File: src/rtl/scd_pkg.sv
// Package for the switch channel diagnosis block: register map, field codes, timing counts.
// Assumes a single 10 MHz clock and a classic Wishbone register bus with 32-bit data.
package scd_pkg;
   localparam int unsigned NCH = 8;
   localparam int unsigned CLK_HZ = 10_000_000;

   // Register byte offsets.
   localparam logic [7:0] ADR_FAULT     = 8'h00;
   localparam logic [7:0] ADR_LATCH_CLR = 8'h04;
   localparam logic [7:0] ADR_OSM       = 8'h08;
   localparam logic [7:0] ADR_IOL       = 8'h0C;
   localparam logic [7:0] ADR_SELECTOR  = 8'h10;
   localparam logic [7:0] ADR_ON_OPEN_LOAD_SUMMARY      = 8'h14;
   localparam logic [7:0] ADR_STD_DIAG  = 8'h18;
   localparam logic [7:0] ADR_CFG       = 8'h1C;

   // Standard diagnosis word fields.
   localparam int unsigned STD_OFF_OPEN_LOAD_SUMMARY_BIT = 0;
   localparam int unsigned STD_ON_OPEN_LOAD_SUMMARY_BIT  = 1;

   // Selector codes.
   localparam logic [3:0] SEL_CH_FIRST = 4'h2;
   localparam logic [3:0] SEL_CH_LAST  = 4'h7;
   localparam logic [3:0] SEL_LOOP     = 4'hA;
   localparam logic [3:0] SEL_IDLE     = 4'hF;
   localparam logic [3:0] SEL_RESET    = 4'h0;

   // Timing in microseconds and derived cycle counts.
   localparam int unsigned T_SET_US  = 50;
   localparam int unsigned T_SW_US   = 10;
   localparam int unsigned T_SYNC_US = 20;
   localparam int unsigned T_ONMX_US = 30;
   localparam int unsigned CYC_SET  = (T_SET_US * (CLK_HZ / 1_000_000) < 1) ? 1 : T_SET_US * (CLK_HZ / 1_000_000);
   localparam int unsigned CYC_SW   = (T_SW_US * (CLK_HZ / 1_000_000) < 1) ? 1 : T_SW_US * (CLK_HZ / 1_000_000);
   localparam int unsigned CYC_SYNC = (T_SYNC_US * (CLK_HZ / 1_000_000) < 1) ? 1 : T_SYNC_US * (CLK_HZ / 1_000_000);
   localparam int unsigned CYC_ONMX = (T_ONMX_US * (CLK_HZ / 1_000_000) < 1) ? 1 : T_ONMX_US * (CLK_HZ / 1_000_000);
   localparam logic [11:0] CNT_DIRECT_FIRST = 12'(CYC_SET + CYC_SYNC);
   localparam logic [11:0] CNT_DIRECT_NEXT  = 12'(CYC_SW + CYC_SYNC);
   localparam logic [11:0] CNT_SET          = 12'(CYC_SET);
   localparam logic [11:0] CNT_PWM_ON       = 12'(CYC_ONMX + CYC_SW);

   // Per-channel analog inputs from the output stage.
   typedef struct packed {
      logic [NCH-1:0] ds_below;     // Low-side drain-source below threshold.
      logic [NCH-1:0] out_above;    // Output above threshold.
      logic [NCH-1:0] cur_below;    // Load current below open-load threshold.
      logic [NCH-1:0] high_side;    // Channel used high-side.
      logic [NCH-1:0] auto_cfg;     // Channel is auto-configurable.
      logic [NCH-1:0] fault_ev;     // Over-load or over-temperature event.
   } scd_analog_t;

   // Per-channel drive status.
   typedef struct packed {
      logic [NCH-1:0] on;           // Channel switched on.
      logic [NCH-1:0] pwm;          // Channel driven by a PWM generator.
      logic [NCH-1:0] pwm_gen1;     // Mapped to generator 1 rather than 0.
   } scd_drive_t;

   typedef enum logic [2:0] {LP_IDLE, LP_DIRECT, LP_PWM_WAIT, LP_PWM_ON, LP_DONE} scd_loop_t;
endpackage

File: src/rtl/scd_fault_chan.sv
// One channel's fault flag and protection latch with self-clearing latch-clear bit.
// Assumes fault events are single-cycle or level pulses synchronous to clk_i.
`timescale 1ns/1ns
module scd_fault_chan (
   // Clock and reset.
   input  wire logic clk_i,
   input  wire logic rst_i,
   // Events and software.
   input  wire logic fault_ev_i,
   input  wire logic clr_wr_i,
   // State.
   output logic      fault_o,
   output logic      latched_o,
   output logic      clr_o
);
   always_ff @(posedge clk_i) begin
      if (rst_i) begin
         latched_o <= 1'b0;
         fault_o   <= 1'b0;
      end else if (fault_ev_i) begin
         latched_o <= 1'b1; // see RL2
         fault_o   <= 1'b1;
      end else if (clr_o) begin
         latched_o <= 1'b0; // see RL2
         fault_o   <= 1'b0;
      end
   end

   always_ff @(posedge clk_i) begin
      if (rst_i) begin
         clr_o <= 1'b0;
      end else if (clr_wr_i) begin
         clr_o <= 1'b1;
      end else if (clr_o && !fault_ev_i) begin
         clr_o <= 1'b0; // see RL23
      end
   end

   AST_CLR_RELEASES: assert property (@(posedge clk_i) disable iff (rst_i) // see RL23
      clr_o && !clr_wr_i && !fault_ev_i |=> !clr_o && !latched_o)
      else $error("Latch clear did not release the channel.");
endmodule

File: src/rtl/scd_top.sv
// Diagnosis block of an eight-channel power switch: faults, output monitor, on-state open load.
// Assumes a classic Wishbone master and analog comparator results synchronous to clk_i.
// How it works
// RL1: Each channel's diagnosis is computed on its own, apart from parallel pairs.
// RL2: Overload or overtemperature sets the fault flag and latches the channel off.
// RL3: Monitor bit is 1 for low-side below threshold or high-side output above.
// RL4: Monitor bits are refreshed with live comparators on each monitor register read.
// RL5: Software waits the settling time after current enable or channel toggle.
// RL6: Open load seen by the monitor is only reported, never latches off.
// RL7: Software reads the monitor while the channels concerned are off.
// RL8: Off-state summary is OR of monitor bits of off channels with current enabled.
// RL9: On-state open load only on high-side auto channels: low current with high output.
// RL10: After reset on-state open-load detection stays inactive until the selector is written.
// RL11: Selector 2 to 7 tests one channel after the set time; others read default.
// RL12: Software keeps the channel on for the minimum on time before testing.
// RL13: Direct mode refreshes results on every read and mirrors them into the summary.
// RL14: Selector code A starts an autonomous loop over the high-side auto channels among channels 2 to 7.
// RL15: Loop tests direct channels first from channel 2, then PWM channels.
// RL16: PWM channels on generator 0 are tested before generator 1.
// RL17: The first direct result takes set plus sync time, later ones switch plus sync.
// RL18: A direct channel that is off at its test gets result 0.
// RL19: PWM channel test waits for on phase, completes after max-on plus switch time.
// RL20: A PWM on phase shorter than that forces the result to 0.
// RL21: Loop end returns selector to F; results hold until a new loop.
// RL22: Summary is live OR in loop, last result at F, 0 for reserved codes.
// RL23: The latch-clear bit returns to 0 once the latch has been released.
// RL24: Results and summaries read 0 after reset until a diagnosis produced one.
//
// Decided for this implementation: the register addresses and the Wishbone slave port.
`timescale 1ns/1ns
module scd_top
   import scd_pkg::*;
(
   // Clock and reset.
   input  wire logic        clk_i,
   input  wire logic        rst_i,
   // Wishbone slave.
   input  wire logic        cyc_i,
   input  wire logic        stb_i,
   input  wire logic        we_i,
   input  wire logic [7:0]  adr_i,
   input  wire logic [3:0]  sel_i,
   input  wire logic [31:0] dat_i,
   output logic      [31:0] dat_o,
   output logic             ack_o,
   output logic             err_o,
   // Output stage.
   input  wire scd_analog_t ana_i,
   input  wire scd_drive_t  drv_i,
   input  wire logic [3:0]  parallel_i,
   output logic [NCH-1:0]   latch_off_o,
   output logic [NCH-1:0]   iol_en_o,
   output logic [3:0]       mux_sel_o
);
   logic [NCH-1:0] fault_flag;
   logic [NCH-1:0] latch_off;
   logic [NCH-1:0] latch_clr;
   logic [NCH-1:0] clr_wr;
   logic [NCH-1:0] fault_ev;
   logic [NCH-1:0] iol_reg;
   logic [NCH-1:0] on_open_load_summary_reg;
   logic [3:0]     selector_reg;
   logic           on_open_load_summary_sum_reg;
   logic           armed_reg;
   logic [3:0]     cur_ch_reg;
   logic [11:0]    cnt_reg;
   logic           first_reg;
   scd_loop_t      lp_reg;
   logic [NCH-1:0] done_reg;
   logic           gen_phase_reg;
   logic           req;
   logic           rd_std;
   logic           rd_on_open_load_summary;
   logic           wr_sel;
   logic [NCH-1:0] osm_live;
   logic [NCH-1:0] on_open_load_summary_cand;
   logic [NCH-1:0] on_open_load_summary_view;
   logic [NCH-1:0] cand_direct;
   logic [NCH-1:0] cand_pwm;
   logic [3:0]     pick_direct;
   logic [3:0]     pick_pwm;
   logic           have_direct;
   logic           have_pwm;
   logic           on_open_load_summary_now;
   logic [2:0]     ch3;

   assign req     = cyc_i && stb_i && !ack_o && !err_o;
   assign rd_std  = req && !we_i && adr_i == ADR_STD_DIAG;
   assign rd_on_open_load_summary = req && !we_i && adr_i == ADR_ON_OPEN_LOAD_SUMMARY;
   assign wr_sel  = req && we_i && sel_i[0] && adr_i == ADR_SELECTOR;
   assign ch3     = cur_ch_reg[2:0];

   // Paired channels share fault events; otherwise each channel stands alone.
   always_comb begin
      fault_ev = ana_i.fault_ev;
      for (int p = 0; p < 4; p++) begin
         if (parallel_i[p]) begin
            fault_ev[2*p]   = ana_i.fault_ev[2*p] | ana_i.fault_ev[2*p+1]; // see RL1
            fault_ev[2*p+1] = ana_i.fault_ev[2*p] | ana_i.fault_ev[2*p+1];
         end
      end
   end

   genvar g;
   generate
      for (g = 0; g < NCH; g++) begin : g_ch
         assign clr_wr[g] = req && we_i && sel_i[0] && adr_i == ADR_LATCH_CLR && dat_i[g];
         scd_fault_chan u_fault (
            .clk_i      (clk_i),
            .rst_i      (rst_i),
            .fault_ev_i (fault_ev[g]),
            .clr_wr_i   (clr_wr[g]),
            .fault_o    (fault_flag[g]),
            .latched_o  (latch_off[g]),
            .clr_o      (latch_clr[g])
         );
      end
   endgenerate

   // Live comparator result per channel and on-state open-load candidate.
   always_comb begin
      for (int i = 0; i < NCH; i++) begin
         osm_live[i]  = (ana_i.auto_cfg[i] && ana_i.high_side[i]) ? ana_i.out_above[i]
                                                                   : ana_i.ds_below[i]; // see RL3
         on_open_load_summary_cand[i] = ana_i.auto_cfg[i] && ana_i.high_side[i]
                        && ana_i.cur_below[i] && ana_i.out_above[i]; // see RL9
      end
      cand_direct = ana_i.auto_cfg & ana_i.high_side & ~drv_i.pwm & ~done_reg;
      cand_pwm    = ana_i.auto_cfg & ana_i.high_side & drv_i.pwm & ~done_reg
                    & (gen_phase_reg ? drv_i.pwm_gen1 : ~drv_i.pwm_gen1); // see RL16
      pick_direct = 4'h0;
      pick_pwm    = 4'h0;
      have_direct = 1'b0;
      have_pwm    = 1'b0;
      for (int i = NCH - 1; i >= 2; i--) begin
         if (cand_direct[i]) begin
            pick_direct = 4'(i); // see RL15
            have_direct = 1'b1;
         end
         if (cand_pwm[i]) begin
            pick_pwm = 4'(i);
            have_pwm = 1'b1;
         end
      end
   end

   // Direct mode shows only the selected channel, and only once the set time has run out.
   always_comb begin
      on_open_load_summary_view = on_open_load_summary_reg;
      if (armed_reg && selector_reg >= SEL_CH_FIRST && selector_reg <= SEL_CH_LAST) begin
         on_open_load_summary_view      = '0; // see RL11
         on_open_load_summary_view[ch3] = (cnt_reg == 12'h000) && on_open_load_summary_cand[ch3];
      end
   end

   always_ff @(posedge clk_i) begin
      if (rst_i) begin
         iol_reg <= '0;
      end else if (req && we_i && sel_i[0] && adr_i == ADR_IOL) begin
         iol_reg <= dat_i[NCH-1:0];
      end
   end

   // Selector, armed after first write, and loop sequencer.
   always_ff @(posedge clk_i) begin
      if (rst_i) begin
         selector_reg  <= SEL_RESET;
         armed_reg     <= 1'b0; // see RL10
         lp_reg        <= LP_IDLE;
         cur_ch_reg    <= 4'h0;
         cnt_reg       <= 12'h000;
         first_reg     <= 1'b1;
         done_reg      <= '0;
         gen_phase_reg <= 1'b0;
      end else if (wr_sel) begin
         selector_reg  <= dat_i[3:0];
         armed_reg     <= 1'b1;
         first_reg     <= 1'b1;
         done_reg      <= '0;
         gen_phase_reg <= 1'b0;
         cur_ch_reg    <= dat_i[3:0];
         cnt_reg       <= (dat_i[3:0] == SEL_LOOP) ? 12'h000 : CNT_SET; // see RL17
         lp_reg        <= (dat_i[3:0] == SEL_LOOP) ? LP_DIRECT : LP_IDLE; // see RL14
      end else if (selector_reg >= SEL_CH_FIRST && selector_reg <= SEL_CH_LAST) begin
         if (cnt_reg != 12'h000) begin
            cnt_reg <= cnt_reg - 12'h001; // see RL11
         end
      end else begin
         unique case (lp_reg)
            LP_IDLE, LP_DONE: begin
               lp_reg <= lp_reg;
            end
            LP_DIRECT: begin
               if (cnt_reg != 12'h000) begin
                  cnt_reg <= cnt_reg - 12'h001;
               end else if (have_direct) begin
                  cur_ch_reg <= pick_direct;
                  done_reg[pick_direct[2:0]] <= 1'b1;
                  cnt_reg    <= first_reg ? CNT_DIRECT_FIRST : CNT_DIRECT_NEXT; // see RL17
                  first_reg  <= 1'b0;
               end else begin
                  lp_reg  <= LP_PWM_WAIT;
                  cnt_reg <= CNT_SET;
               end
            end
            LP_PWM_WAIT: begin
               if (cnt_reg != 12'h000) begin
                  cnt_reg <= cnt_reg - 12'h001;
               end else if (have_pwm) begin
                  cur_ch_reg <= pick_pwm;
                  if (drv_i.on[pick_pwm[2:0]]) begin
                     lp_reg  <= LP_PWM_ON; // see RL19
                     cnt_reg <= CNT_PWM_ON;
                  end
               end else if (!gen_phase_reg) begin
                  gen_phase_reg <= 1'b1;
               end else begin
                  lp_reg       <= LP_DONE;
                  selector_reg <= SEL_IDLE; // see RL21
               end
            end
            LP_PWM_ON: begin
               if (!drv_i.on[ch3] || cnt_reg == 12'h001) begin
                  done_reg[ch3] <= 1'b1;
                  lp_reg        <= LP_PWM_WAIT;
                  cnt_reg       <= CNT_SET;
               end else begin
                  cnt_reg <= cnt_reg - 12'h001;
               end
            end
            default: begin
               lp_reg <= LP_IDLE;
            end
         endcase
      end
   end

   // Result bits: direct mode refreshes on read, loop writes the tested channel.
   always_ff @(posedge clk_i) begin
      if (rst_i) begin
         on_open_load_summary_reg <= '0; // see RL24
      end else if (wr_sel && dat_i[3:0] == SEL_LOOP) begin
         on_open_load_summary_reg <= '0;
      end else if (armed_reg && selector_reg >= SEL_CH_FIRST && selector_reg <= SEL_CH_LAST) begin
         if (rd_on_open_load_summary || rd_std) begin
            on_open_load_summary_reg <= on_open_load_summary_view; // see RL13
         end
      end else if (lp_reg == LP_DIRECT && cnt_reg == 12'h001 && !first_reg) begin
         on_open_load_summary_reg[ch3] <= drv_i.on[ch3] && on_open_load_summary_cand[ch3]; // see RL18
      end else if (lp_reg == LP_PWM_ON) begin
         if (!drv_i.on[ch3]) begin
            on_open_load_summary_reg[ch3] <= 1'b0; // see RL20
         end else if (cnt_reg == 12'h001) begin
            on_open_load_summary_reg[ch3] <= on_open_load_summary_cand[ch3];
         end
      end
   end

   // On-state summary per selector code.
   always_comb begin
      unique case (1'b1)
         selector_reg >= SEL_CH_FIRST && selector_reg <= SEL_CH_LAST: on_open_load_summary_now = on_open_load_summary_view[ch3]; // see RL13
         selector_reg == SEL_LOOP || selector_reg == SEL_IDLE:        on_open_load_summary_now = |on_open_load_summary_reg; // see RL22
         default:                                                     on_open_load_summary_now = 1'b0;
      endcase
   end

   always_ff @(posedge clk_i) begin
      if (rst_i) begin
         on_open_load_summary_sum_reg <= 1'b0;
      end else begin
         on_open_load_summary_sum_reg <= armed_reg && on_open_load_summary_now; // see RL22
      end
   end

   // Wishbone read mux and single-cycle acknowledge.
   always_ff @(posedge clk_i) begin
      if (rst_i) begin
         ack_o <= 1'b0;
         err_o <= 1'b0;
         dat_o <= 32'h0000_0000;
      end else begin
         ack_o <= 1'b0;
         err_o <= 1'b0;
         dat_o <= 32'h0000_0000;
         if (req) begin
            ack_o <= 1'b1;
            unique case (adr_i)
               ADR_FAULT:     dat_o[NCH-1:0] <= fault_flag;
               ADR_LATCH_CLR: dat_o[NCH-1:0] <= latch_clr;
               ADR_OSM:       dat_o[NCH-1:0] <= osm_live; // see RL4 RL6
               ADR_IOL:       dat_o[NCH-1:0] <= iol_reg;
               ADR_SELECTOR:  dat_o[3:0]     <= selector_reg;
               ADR_ON_OPEN_LOAD_SUMMARY:      dat_o[NCH-1:0] <= on_open_load_summary_view;
               ADR_STD_DIAG: begin
                  dat_o[STD_OFF_OPEN_LOAD_SUMMARY_BIT] <= |(osm_live & ~drv_i.on & iol_reg); // see RL8
                  dat_o[STD_ON_OPEN_LOAD_SUMMARY_BIT]  <= on_open_load_summary_sum_reg;
               end
               ADR_CFG:       dat_o[NCH-1:0] <= latch_off;
               default: begin
                  ack_o <= 1'b0;
                  err_o <= 1'b1;
               end
            endcase
         end
      end
   end

   always_ff @(posedge clk_i) begin
      if (rst_i) begin
         latch_off_o <= '0;
         iol_en_o    <= '0;
         mux_sel_o   <= 4'h0;
      end else begin
         latch_off_o <= latch_off; // see RL2
         iol_en_o    <= iol_reg;
         mux_sel_o   <= cur_ch_reg;
      end
   end

   AST_OSM_NO_LATCH: assert property (@(posedge clk_i) disable iff (rst_i) // see RL6
      !(|fault_ev) && !(|latch_off) |=> !(|latch_off))
      else $error("Latch set without a fault event.");
   AST_ON_OPEN_LOAD_SUMMARY_RESET_ZERO: assert property (@(posedge clk_i) disable iff (rst_i) // see RL10
      !armed_reg |-> !on_open_load_summary_sum_reg && on_open_load_summary_reg == '0)
      else $error("On-state result before selector written.");
   AST_RESERVED_ZERO: assert property (@(posedge clk_i) disable iff (rst_i) // see RL22
      armed_reg && $stable(selector_reg) && selector_reg inside {4'h0, 4'h1, 4'h8, 4'h9, 4'hB, 4'hC, 4'hD, 4'hE}
      |=> !on_open_load_summary_sum_reg)
      else $error("Summary not zero on reserved selector.");
   AST_LOOP_START: assert property (@(posedge clk_i) disable iff (rst_i) // see RL14
      wr_sel && dat_i[3:0] == SEL_LOOP |=> lp_reg == LP_DIRECT && on_open_load_summary_reg == '0)
      else $error("Loop did not start.");
   AST_LOOP_END: assert property (@(posedge clk_i) disable iff (rst_i) // see RL21
      $rose(lp_reg == LP_DONE) |-> selector_reg == SEL_IDLE)
      else $error("Selector not restored at loop end.");
   AST_DIRECT_OFF: assert property (@(posedge clk_i) disable iff (rst_i) // see RL18
      lp_reg == LP_DIRECT && cnt_reg == 12'h001 && !first_reg && !drv_i.on[ch3] && !wr_sel
      |=> !on_open_load_summary_reg[$past(ch3)])
      else $error("Off direct channel kept a result.");
   AST_PWM_SHORT: assert property (@(posedge clk_i) disable iff (rst_i) // see RL20
      lp_reg == LP_PWM_ON && !drv_i.on[ch3] && !wr_sel |=> !on_open_load_summary_reg[$past(ch3)] && lp_reg == LP_PWM_WAIT)
      else $error("Short PWM phase kept a result.");
   AST_WB_ACK: assert property (@(posedge clk_i) disable iff (rst_i) // see RL4
      req |=> (ack_o ^ err_o) ##1 !ack_o)
      else $error("Bus answer not single-cycle.");
endmodule

File: config.mk
export PLATFORM = sky130hd
export DESIGN_NAME = scd_top
export DESIGN_NICKNAME = d
export VERILOG_FILES = /design/src/rtl/scd_pkg.sv /design/src/rtl/scd_fault_chan.sv /design/src/rtl/scd_top.sv
export SDC_FILE = /design/constraint.sdc
export NUM_CORES = 1
export LEC_CHECK = 0
export ABC_AREA = 1
export ABC_CLOCK_PERIOD_IN_PS = 1800
export BUFFER_PORTS_ARGS = -buffer_cell sky130_fd_sc_hd__buf_2
export CAP_MARGIN = 20
export CORE_ASPECT_RATIO = 0.7
export CORE_MARGIN = 5
export CORE_UTILIZATION = 48
export DETAILED_ROUTE_END_ITERATION = 10
export GPL_TIMING_DRIVEN = 0
export HOLD_SLACK_MARGIN = 0.1
export PLACE_DENSITY = 0.78
export REMOVE_ABC_BUFFERS = 1
export SYNTH_ARGS = -nofsm -noshare
export SYNTH_HDL_FRONTEND = slang
export SYNTH_SLANG_ARGS = --single-unit
File: constraint.sdc
create_clock -name clk_i -period 1.8 [get_ports clk_i]
set_input_delay 0.36 -clock clk_i [delete_from_list [all_inputs] [get_ports clk_i]]
set_output_delay 0.36 -clock clk_i [all_outputs]
set_load 0.02 [all_outputs]
# [Yosys cells after proc, flatten, opt, wreduce, memory -nomap -nowiden]
# Cells that the tools add are included.
[word_totals] wordCells=358 ff_bits=121 mem_bits_ro=0 latch_bits=0 n_memories=0 out_inout_bits=54 mem_bits_rw=0
[op_classes] bitwise=25 muxes=136 n_mul=0 add_sub_neg=1 order_cmp=7 n_shift=0 eq_ne=35 n_div=0 reduce_logical=120
[op_table] cell="2-to-1 mux 12 bit" count=8
[op_table] cell="2-to-1 mux 4 bit" count=22
[op_table] cell="2-to-1 mux 8 bit" count=11
[op_table] cell="AND 8 bit" count=10
[op_table] cell="logical AND 1 bit" count=62
[op_table] cell="2-to-1 mux 1 bit" count=61
[op_table] cell="inverter 8 bit" count=5
[op_table] cell="nonzero test 2 bit" count=19
[op_table] cell="case mux 12 bit (3 select lines)" count=1
[op_table] cell="2-to-1 mux 3 bit" count=11
[op_table] cell="equality test 8 x 5 -> 1 bit (second input constant)" count=4
[op_table] cell="OR reduction 8 bit" count=3
[op_table] cell="2-to-1 mux 10 bit" count=2
[op_table] cell="case mux 4 bit (5 select lines)" count=1
[op_table] cell="inequality test 3 bit (second input constant)" count=6
[op_table] cell="bitwise mux 8 bit" count=2
[op_table] cell="equality test 8 x 4 -> 1 bit (second input constant)" count=2
[op_table] cell="inequality test 4 bit (second input constant)" count=4
[op_table] cell="bitwise OR 8 bit" count=2
[op_table] cell="case mux 8 bit (2 select lines)" count=1
[op_table] cell="inequality test 2 bit (second input constant)" count=7
[op_table] cell="case mux 2 bit (7 select lines)" count=1
[op_table] cell="zero test 1 bit" count=13
[op_table] cell="binary-select mux 1 bit (select 3 bit)" count=4
[op_table] cell="other kinds (36)" count=62

# [Longest topological paths before layout]
[depth] ltp_word=18 depth_mapped=20 mapped_depth_nobuf=19

# [Modules after synthesis]
# From an unflattened synthesis, not the netlist that was laid out.
[hier_totals] hier_cells=984 hier_area_um2=6326.1
[by_module_without_submodules] mod="scd_top" area_per_inst_um2=5715.5 n_inst=1 cells_per_inst=912
[by_module_without_submodules] mod="scd_fault_chan" area_per_inst_um2=76.3 n_inst=8 cells_per_inst=9

# [Worst setup path before layout]
# Ideal clock, no wire load.
[synth_timing] kind="reg-to-reg" start="reg cnt_reg[0]" end="reg lp_reg[2]" path_stages_with_launch=19 period_less_slack_ns=1.934 t_arrival_ns=1.821 slack_ns=-0.134 cell_sequence="dfxtp_1 > inv_1 > ha_1 > nand2_1 > nor2_2 > nand2_1 > buf_4 > nand2_1 > inv_1 > nand2_1 > o211ai_1 > inv_1 > o21ai_0 > a21oi_1 > nand2_1 > inv_2 > nand2_1 > nand2_1 > nor2_1"
[synth_via] elab_chain_cells=4 word_cells_on_any_way=7
[synth_lines] element="from (decl)" line_no="scd_top.sv:66" rtl="logic [11:0] cnt_reg;"
[synth_lines] element="from (signal assigned)" line_no="scd_top.sv:182" rtl="cnt_reg <= (dat_i[3:0] == SEL_LOOP) ? 12'h000 : CNT_SET;"
[synth_lines] element="from (signal assigned)" line_no="scd_top.sv:186" rtl="cnt_reg <= cnt_reg - 12'h001;"
[synth_lines] element="from (signal assigned)" line_no="scd_top.sv:195" rtl="cnt_reg <= cnt_reg - 12'h001;"
[synth_lines] element="equality test 12 x 1 -> 1 bit" line_no="scd_top.sv:223" rtl="if (!drv_i.on[ch3] || cnt_reg == 12'h001) begin"
[synth_lines] element="logical OR 1 bit" line_no="scd_top.sv:223"
[synth_lines] element="inequality test 3 bit (no line)"
[synth_lines] element="AND reduction 8 bit (no line) *"
[synth_lines] element="to (signal assigned)" line_no="scd_top.sv:183" rtl="lp_reg <= (dat_i[3:0] == SEL_LOOP) ? LP_DIRECT : LP_IDLE;"
[synth_lines] element="to (signal assigned)" line_no="scd_top.sv:191" rtl="lp_reg <= lp_reg;"
[synth_lines] element="to (decl)" line_no="scd_top.sv:68" rtl="scd_loop_t lp_reg;"
# Every way passes the cells marked *; elsewhere a longest branch is shown, timed or not.
# A chain may end at the register's enable or synchronous reset.

# [Worst setup path after layout]
[layout_timing] start="reg cnt_reg[4]" end="reg cnt_reg[9]"
[layout_via] elab_chain_cells=6 word_cells_on_any_way=15
[layout_lines] element="parallel branches: the longest is 6 deep, another holds subtractor 12 x 1 -> 12 bit"
# Several ways; the timed one is not identified. The select of a mux whose other input is x is not followed.

==> flow_summary.json <==
{
  "finalSetupViolations": 46,
  "dp_hpwl_mm": 15.45,
  "rows": 34,
  "p_seq_share_pct": 23.5,
  "worst_pin_slew_ns": 0.7340,
  "gr-usage-all-layers_pct": 29.58,
  "synth.avg_cell_area_sq_um": 6.421,
  "endpoint_kind": "flop",
  "crit_fanout": 3,
  "max_freq_mhz": 460.4,
  "dr.first_iter.drc_count": 1143,
  "via_count": 7819,
  "slew_viol_final": 0,
  "ios": 179,
  "sw_frac_of_total_pct": 47.98,
  "core_sq_mm": 0.01238,
  "dpl_cell_area_sq_mm": 0.006686,
  "hold_viol": 0,
  "yosysTopAreaCell": "dfxtp_1",
  "fin_crit_ns": 2.172,
  "die_y_um": 104.0,
  "crit_family": "simple AND/OR/NAND/NOR gates",
  "cts_tree": "yes",
  "switchingPower_uw": 5267,
  "grt_pass1_vias": 6746,
  "worstPathRequired_ns": 2.03,
  "relSlewSlack_pct": 51.06,
  "regArea_sq_mm": 0.001927,
  "cts.sinks": 95,
  "synth-warning-count": 0,
  "htreeDepth": 3,
  "synth_area_sq_mm": 0.006055,
  "critPathLaunchType": "flop",
  "ys_ff_latch": 95,
  "ys_top_cells_by_area": "dfxtp_1 31%, nand2_1 15%, inv_1 8.5%",
  "area_growth_pct": 43.67,
  "viasPerCell": 5.941,
  "crit_type": "flop to flop",
  "p_leak_uw": 0.003973,
  "wl_met3_mm": 3.717,
  "holdBufCountCts": 0,
  "p_int_uw": 5712,
  "antenna_found_initial": 0,
  "ys_seq_area_share_pct": 31.41,
  "initial_core_util_pct": 48.91,
  "ys.flop_type": "dfxtp_1",
  "critical_path.max_stage_delay_ns": 0.34,
  "drt-wirelength-per-cell_um": 19.11,
  "die_area_sq_mm": 0.01500,
  "synthMostInstantiatedCell": "nand2_1",
  "wl_met2_mm": 10.30,
  "globalplace.congestion": 0.9981,
  "grt_first_pass_wirelength_mm": 35.19,
  "cts_root_buf": "clkbuf_16",
  "cp.arrival_ns": 2.41,
  "die_x_um": 144.2,
  "pwr_density_cell_mw_per_mm2": 1262,
  "clockBufferDepth": 2,
  "hold_slack_ns": 0.2444,
  "cts.reportedPaths.clkPinSlew_ns": 0.08,
  "fin_area_sq_mm": 0.008698,
  "grt_max_degree": 47,
  "peakVddDrop_mv": 0.9861,
  "power.share.clock_pct": 19.3,
  "worstPathCellList": "buf_4 -> nor2_1 -> nand3_1 -> nor2_1 -> nand3_1 -> xor2_1 -> o21ai_0 -> nand2_1 -> nand2_1 -> nand4_1 -> nand2_2 -> nor2_2",
  "drc": 0,
  "async_reset_ff_share_pct": 0,
  "clkLatencyLatePin_ns": 0.36,
  "failed_checks": "setup timing",
  "routed_wl_mm": 25.15,
  "cts_buffers": 9,
  "drive_gt1_share_pct": 39.46,
  "overflow": 0,
  "routed.top_layer": "met4",
  "finalCritPeriodShare_pct": 120.7,
  "antenna_left": 0,
  "path_buf_inv": 1,
  "dr.pass1.iters": 7,
  "synth-edff-count": 0,
  "fillerInstances": 892,
  "combinationalPowerShare_pct": 57.2,
  "synth_top_area_share_pct": 31.41,
  "critPathSlowestCell": "dfxtp_2",
  "numPortBuffers": 123,
  "clock_skew_ns": 0.009290,
  "wl_met1_mm": 9.494,
  "synth.distinct_cells": 53,
  "rsz0062_at_grt": "true",
  "netlist_top_cells_count": "238 x nand2_1, 137 x inv_1, 95 x dfxtp_1",
  "largest_reg_flops": 12,
  "fin_nets": 1275,
  "hp-class": "primary input to flop",
  "multi_input_area_sq_mm": 0.004282,
  "cap_violations": 0,
  "final.setup.worst_slack_ns": -0.3719,
  "synthCells": 943,
  "status": "finished, violations left"
}
-- final timing paths --
kind                                                start                     to  slack [ns]  cells past startpoint
worst max register to register                 cnt_reg[4]             cnt_reg[9]       -0.37                     12
worst min register to register  g_ch[1].u_fault.latched_o         latch_off_o[1]        0.45                      2
worst min-delay path                             dat_i[7]  g_ch[7].u_fault.clr_o        0.24                      3
worst max-delay path                           cnt_reg[4]             cnt_reg[9]       -0.37                     12
-- logic make-up after synthesis --
| group | share of synthesized area [%] |
|---|---|
| compound gates | 16.88 |
| xor+xnor | 2.149 |
| fa+ha+maj | 0.4132 |
| buf+inv | 14.05 |
| flops | 31.41 |
| mux | 0.1860 |
| other cells | 0.06194 |
| simple gates | 34.84 |
-- placed cells by master, fill, tap and decap left out, types with 8 or more instances in the layout --
master	count
nor2_4	26
a21oi_2	12
nand2_4	19
inv_2	18
nor2_2	11
nand4_1	23
buf_6	14
nand2_2	49
buf_4	68
o21ai_0	34
nand3_2	18
o22ai_1	10
buf_2	122
nor2_1	68
inv_1	116
o211ai_1	9
o21ai_1	8
xor2_1	10
a21oi_1	39
conb_1	24
nand3_1	48
nand3_4	8
dfxtp_1	87
nand2_1	185
o21ai_2	12
inv_4	12
clkbuf_16	9
-- stage by stage --
step / utilization (%) / total power (uW) / TNS (ns) / setup slack (ns) / std cells
2_1_floorplan: - / 5515 / -5.463 / -0.3170 / 925
3_5_place_dp: 54.01 / 6375 / -52.04 / -1.050 / 1210
4_1_cts: 65.64 / 9767 / -3.171 / -0.1950 / 1285
5_1_grt: 70.24 / 11440 / -11.74 / -0.4467 / 1315
6_report: 70.26 / 10980 / -8.370 / -0.3719 / 1316
3_3_place_gp: 53.96 / 6328 / -53.66 / -1.015 / 1210
-- metal layers --
metal  up-vias  GRT usage (%)
li1       3460              -
met4         0          12.05
met2       678          41.24
met5         -              0
met1      3509          41.79
met3       172          9.513
-- repair_timing --
action / CTS / global route
pin swaps: 73 / 52
buffers inserted: 53 / 31
setup endpoints to repair: 72 / 63
cloned: 7 / 0
hold endpoints to repair: 0 / 0
resized for setup: 195 / 89
-- power groups by stage --
stage	Combinational, uW	Clock [uW]	Sequential, uW
floorplan	2990	0	2520
global placement	3800	0	2530
detailed placement	3840	0	2530
CTS	5110	2110	2540
global route	6640	2200	2600
finish	6280	2120	2580
-- worst min-delay path, delay by kind of cell --
family	cells	cell delay [ns]
buffers and inverters	1	0.09
AO/OA/AOI/OAI	1	0.06
AND/OR/NAND/NOR	1	0.07
-- cell type report --
type / instances / area share [%]
Sequential cell: 95 / 22.15
Tap cell: 162 / 2.330
Timing Repair Buffer: 206 / 15.16
Clock buffer: 9 / 2.589
Multi-Input combinational cell: 682 / 49.22
Antenna cell: 1 / 0.02877
Clock inverter: 7 / 1.151
Inverter: 151 / 7.106
Timing Repair inverter: 3 / 0.2589
Power figures use the tool's default switching activity.
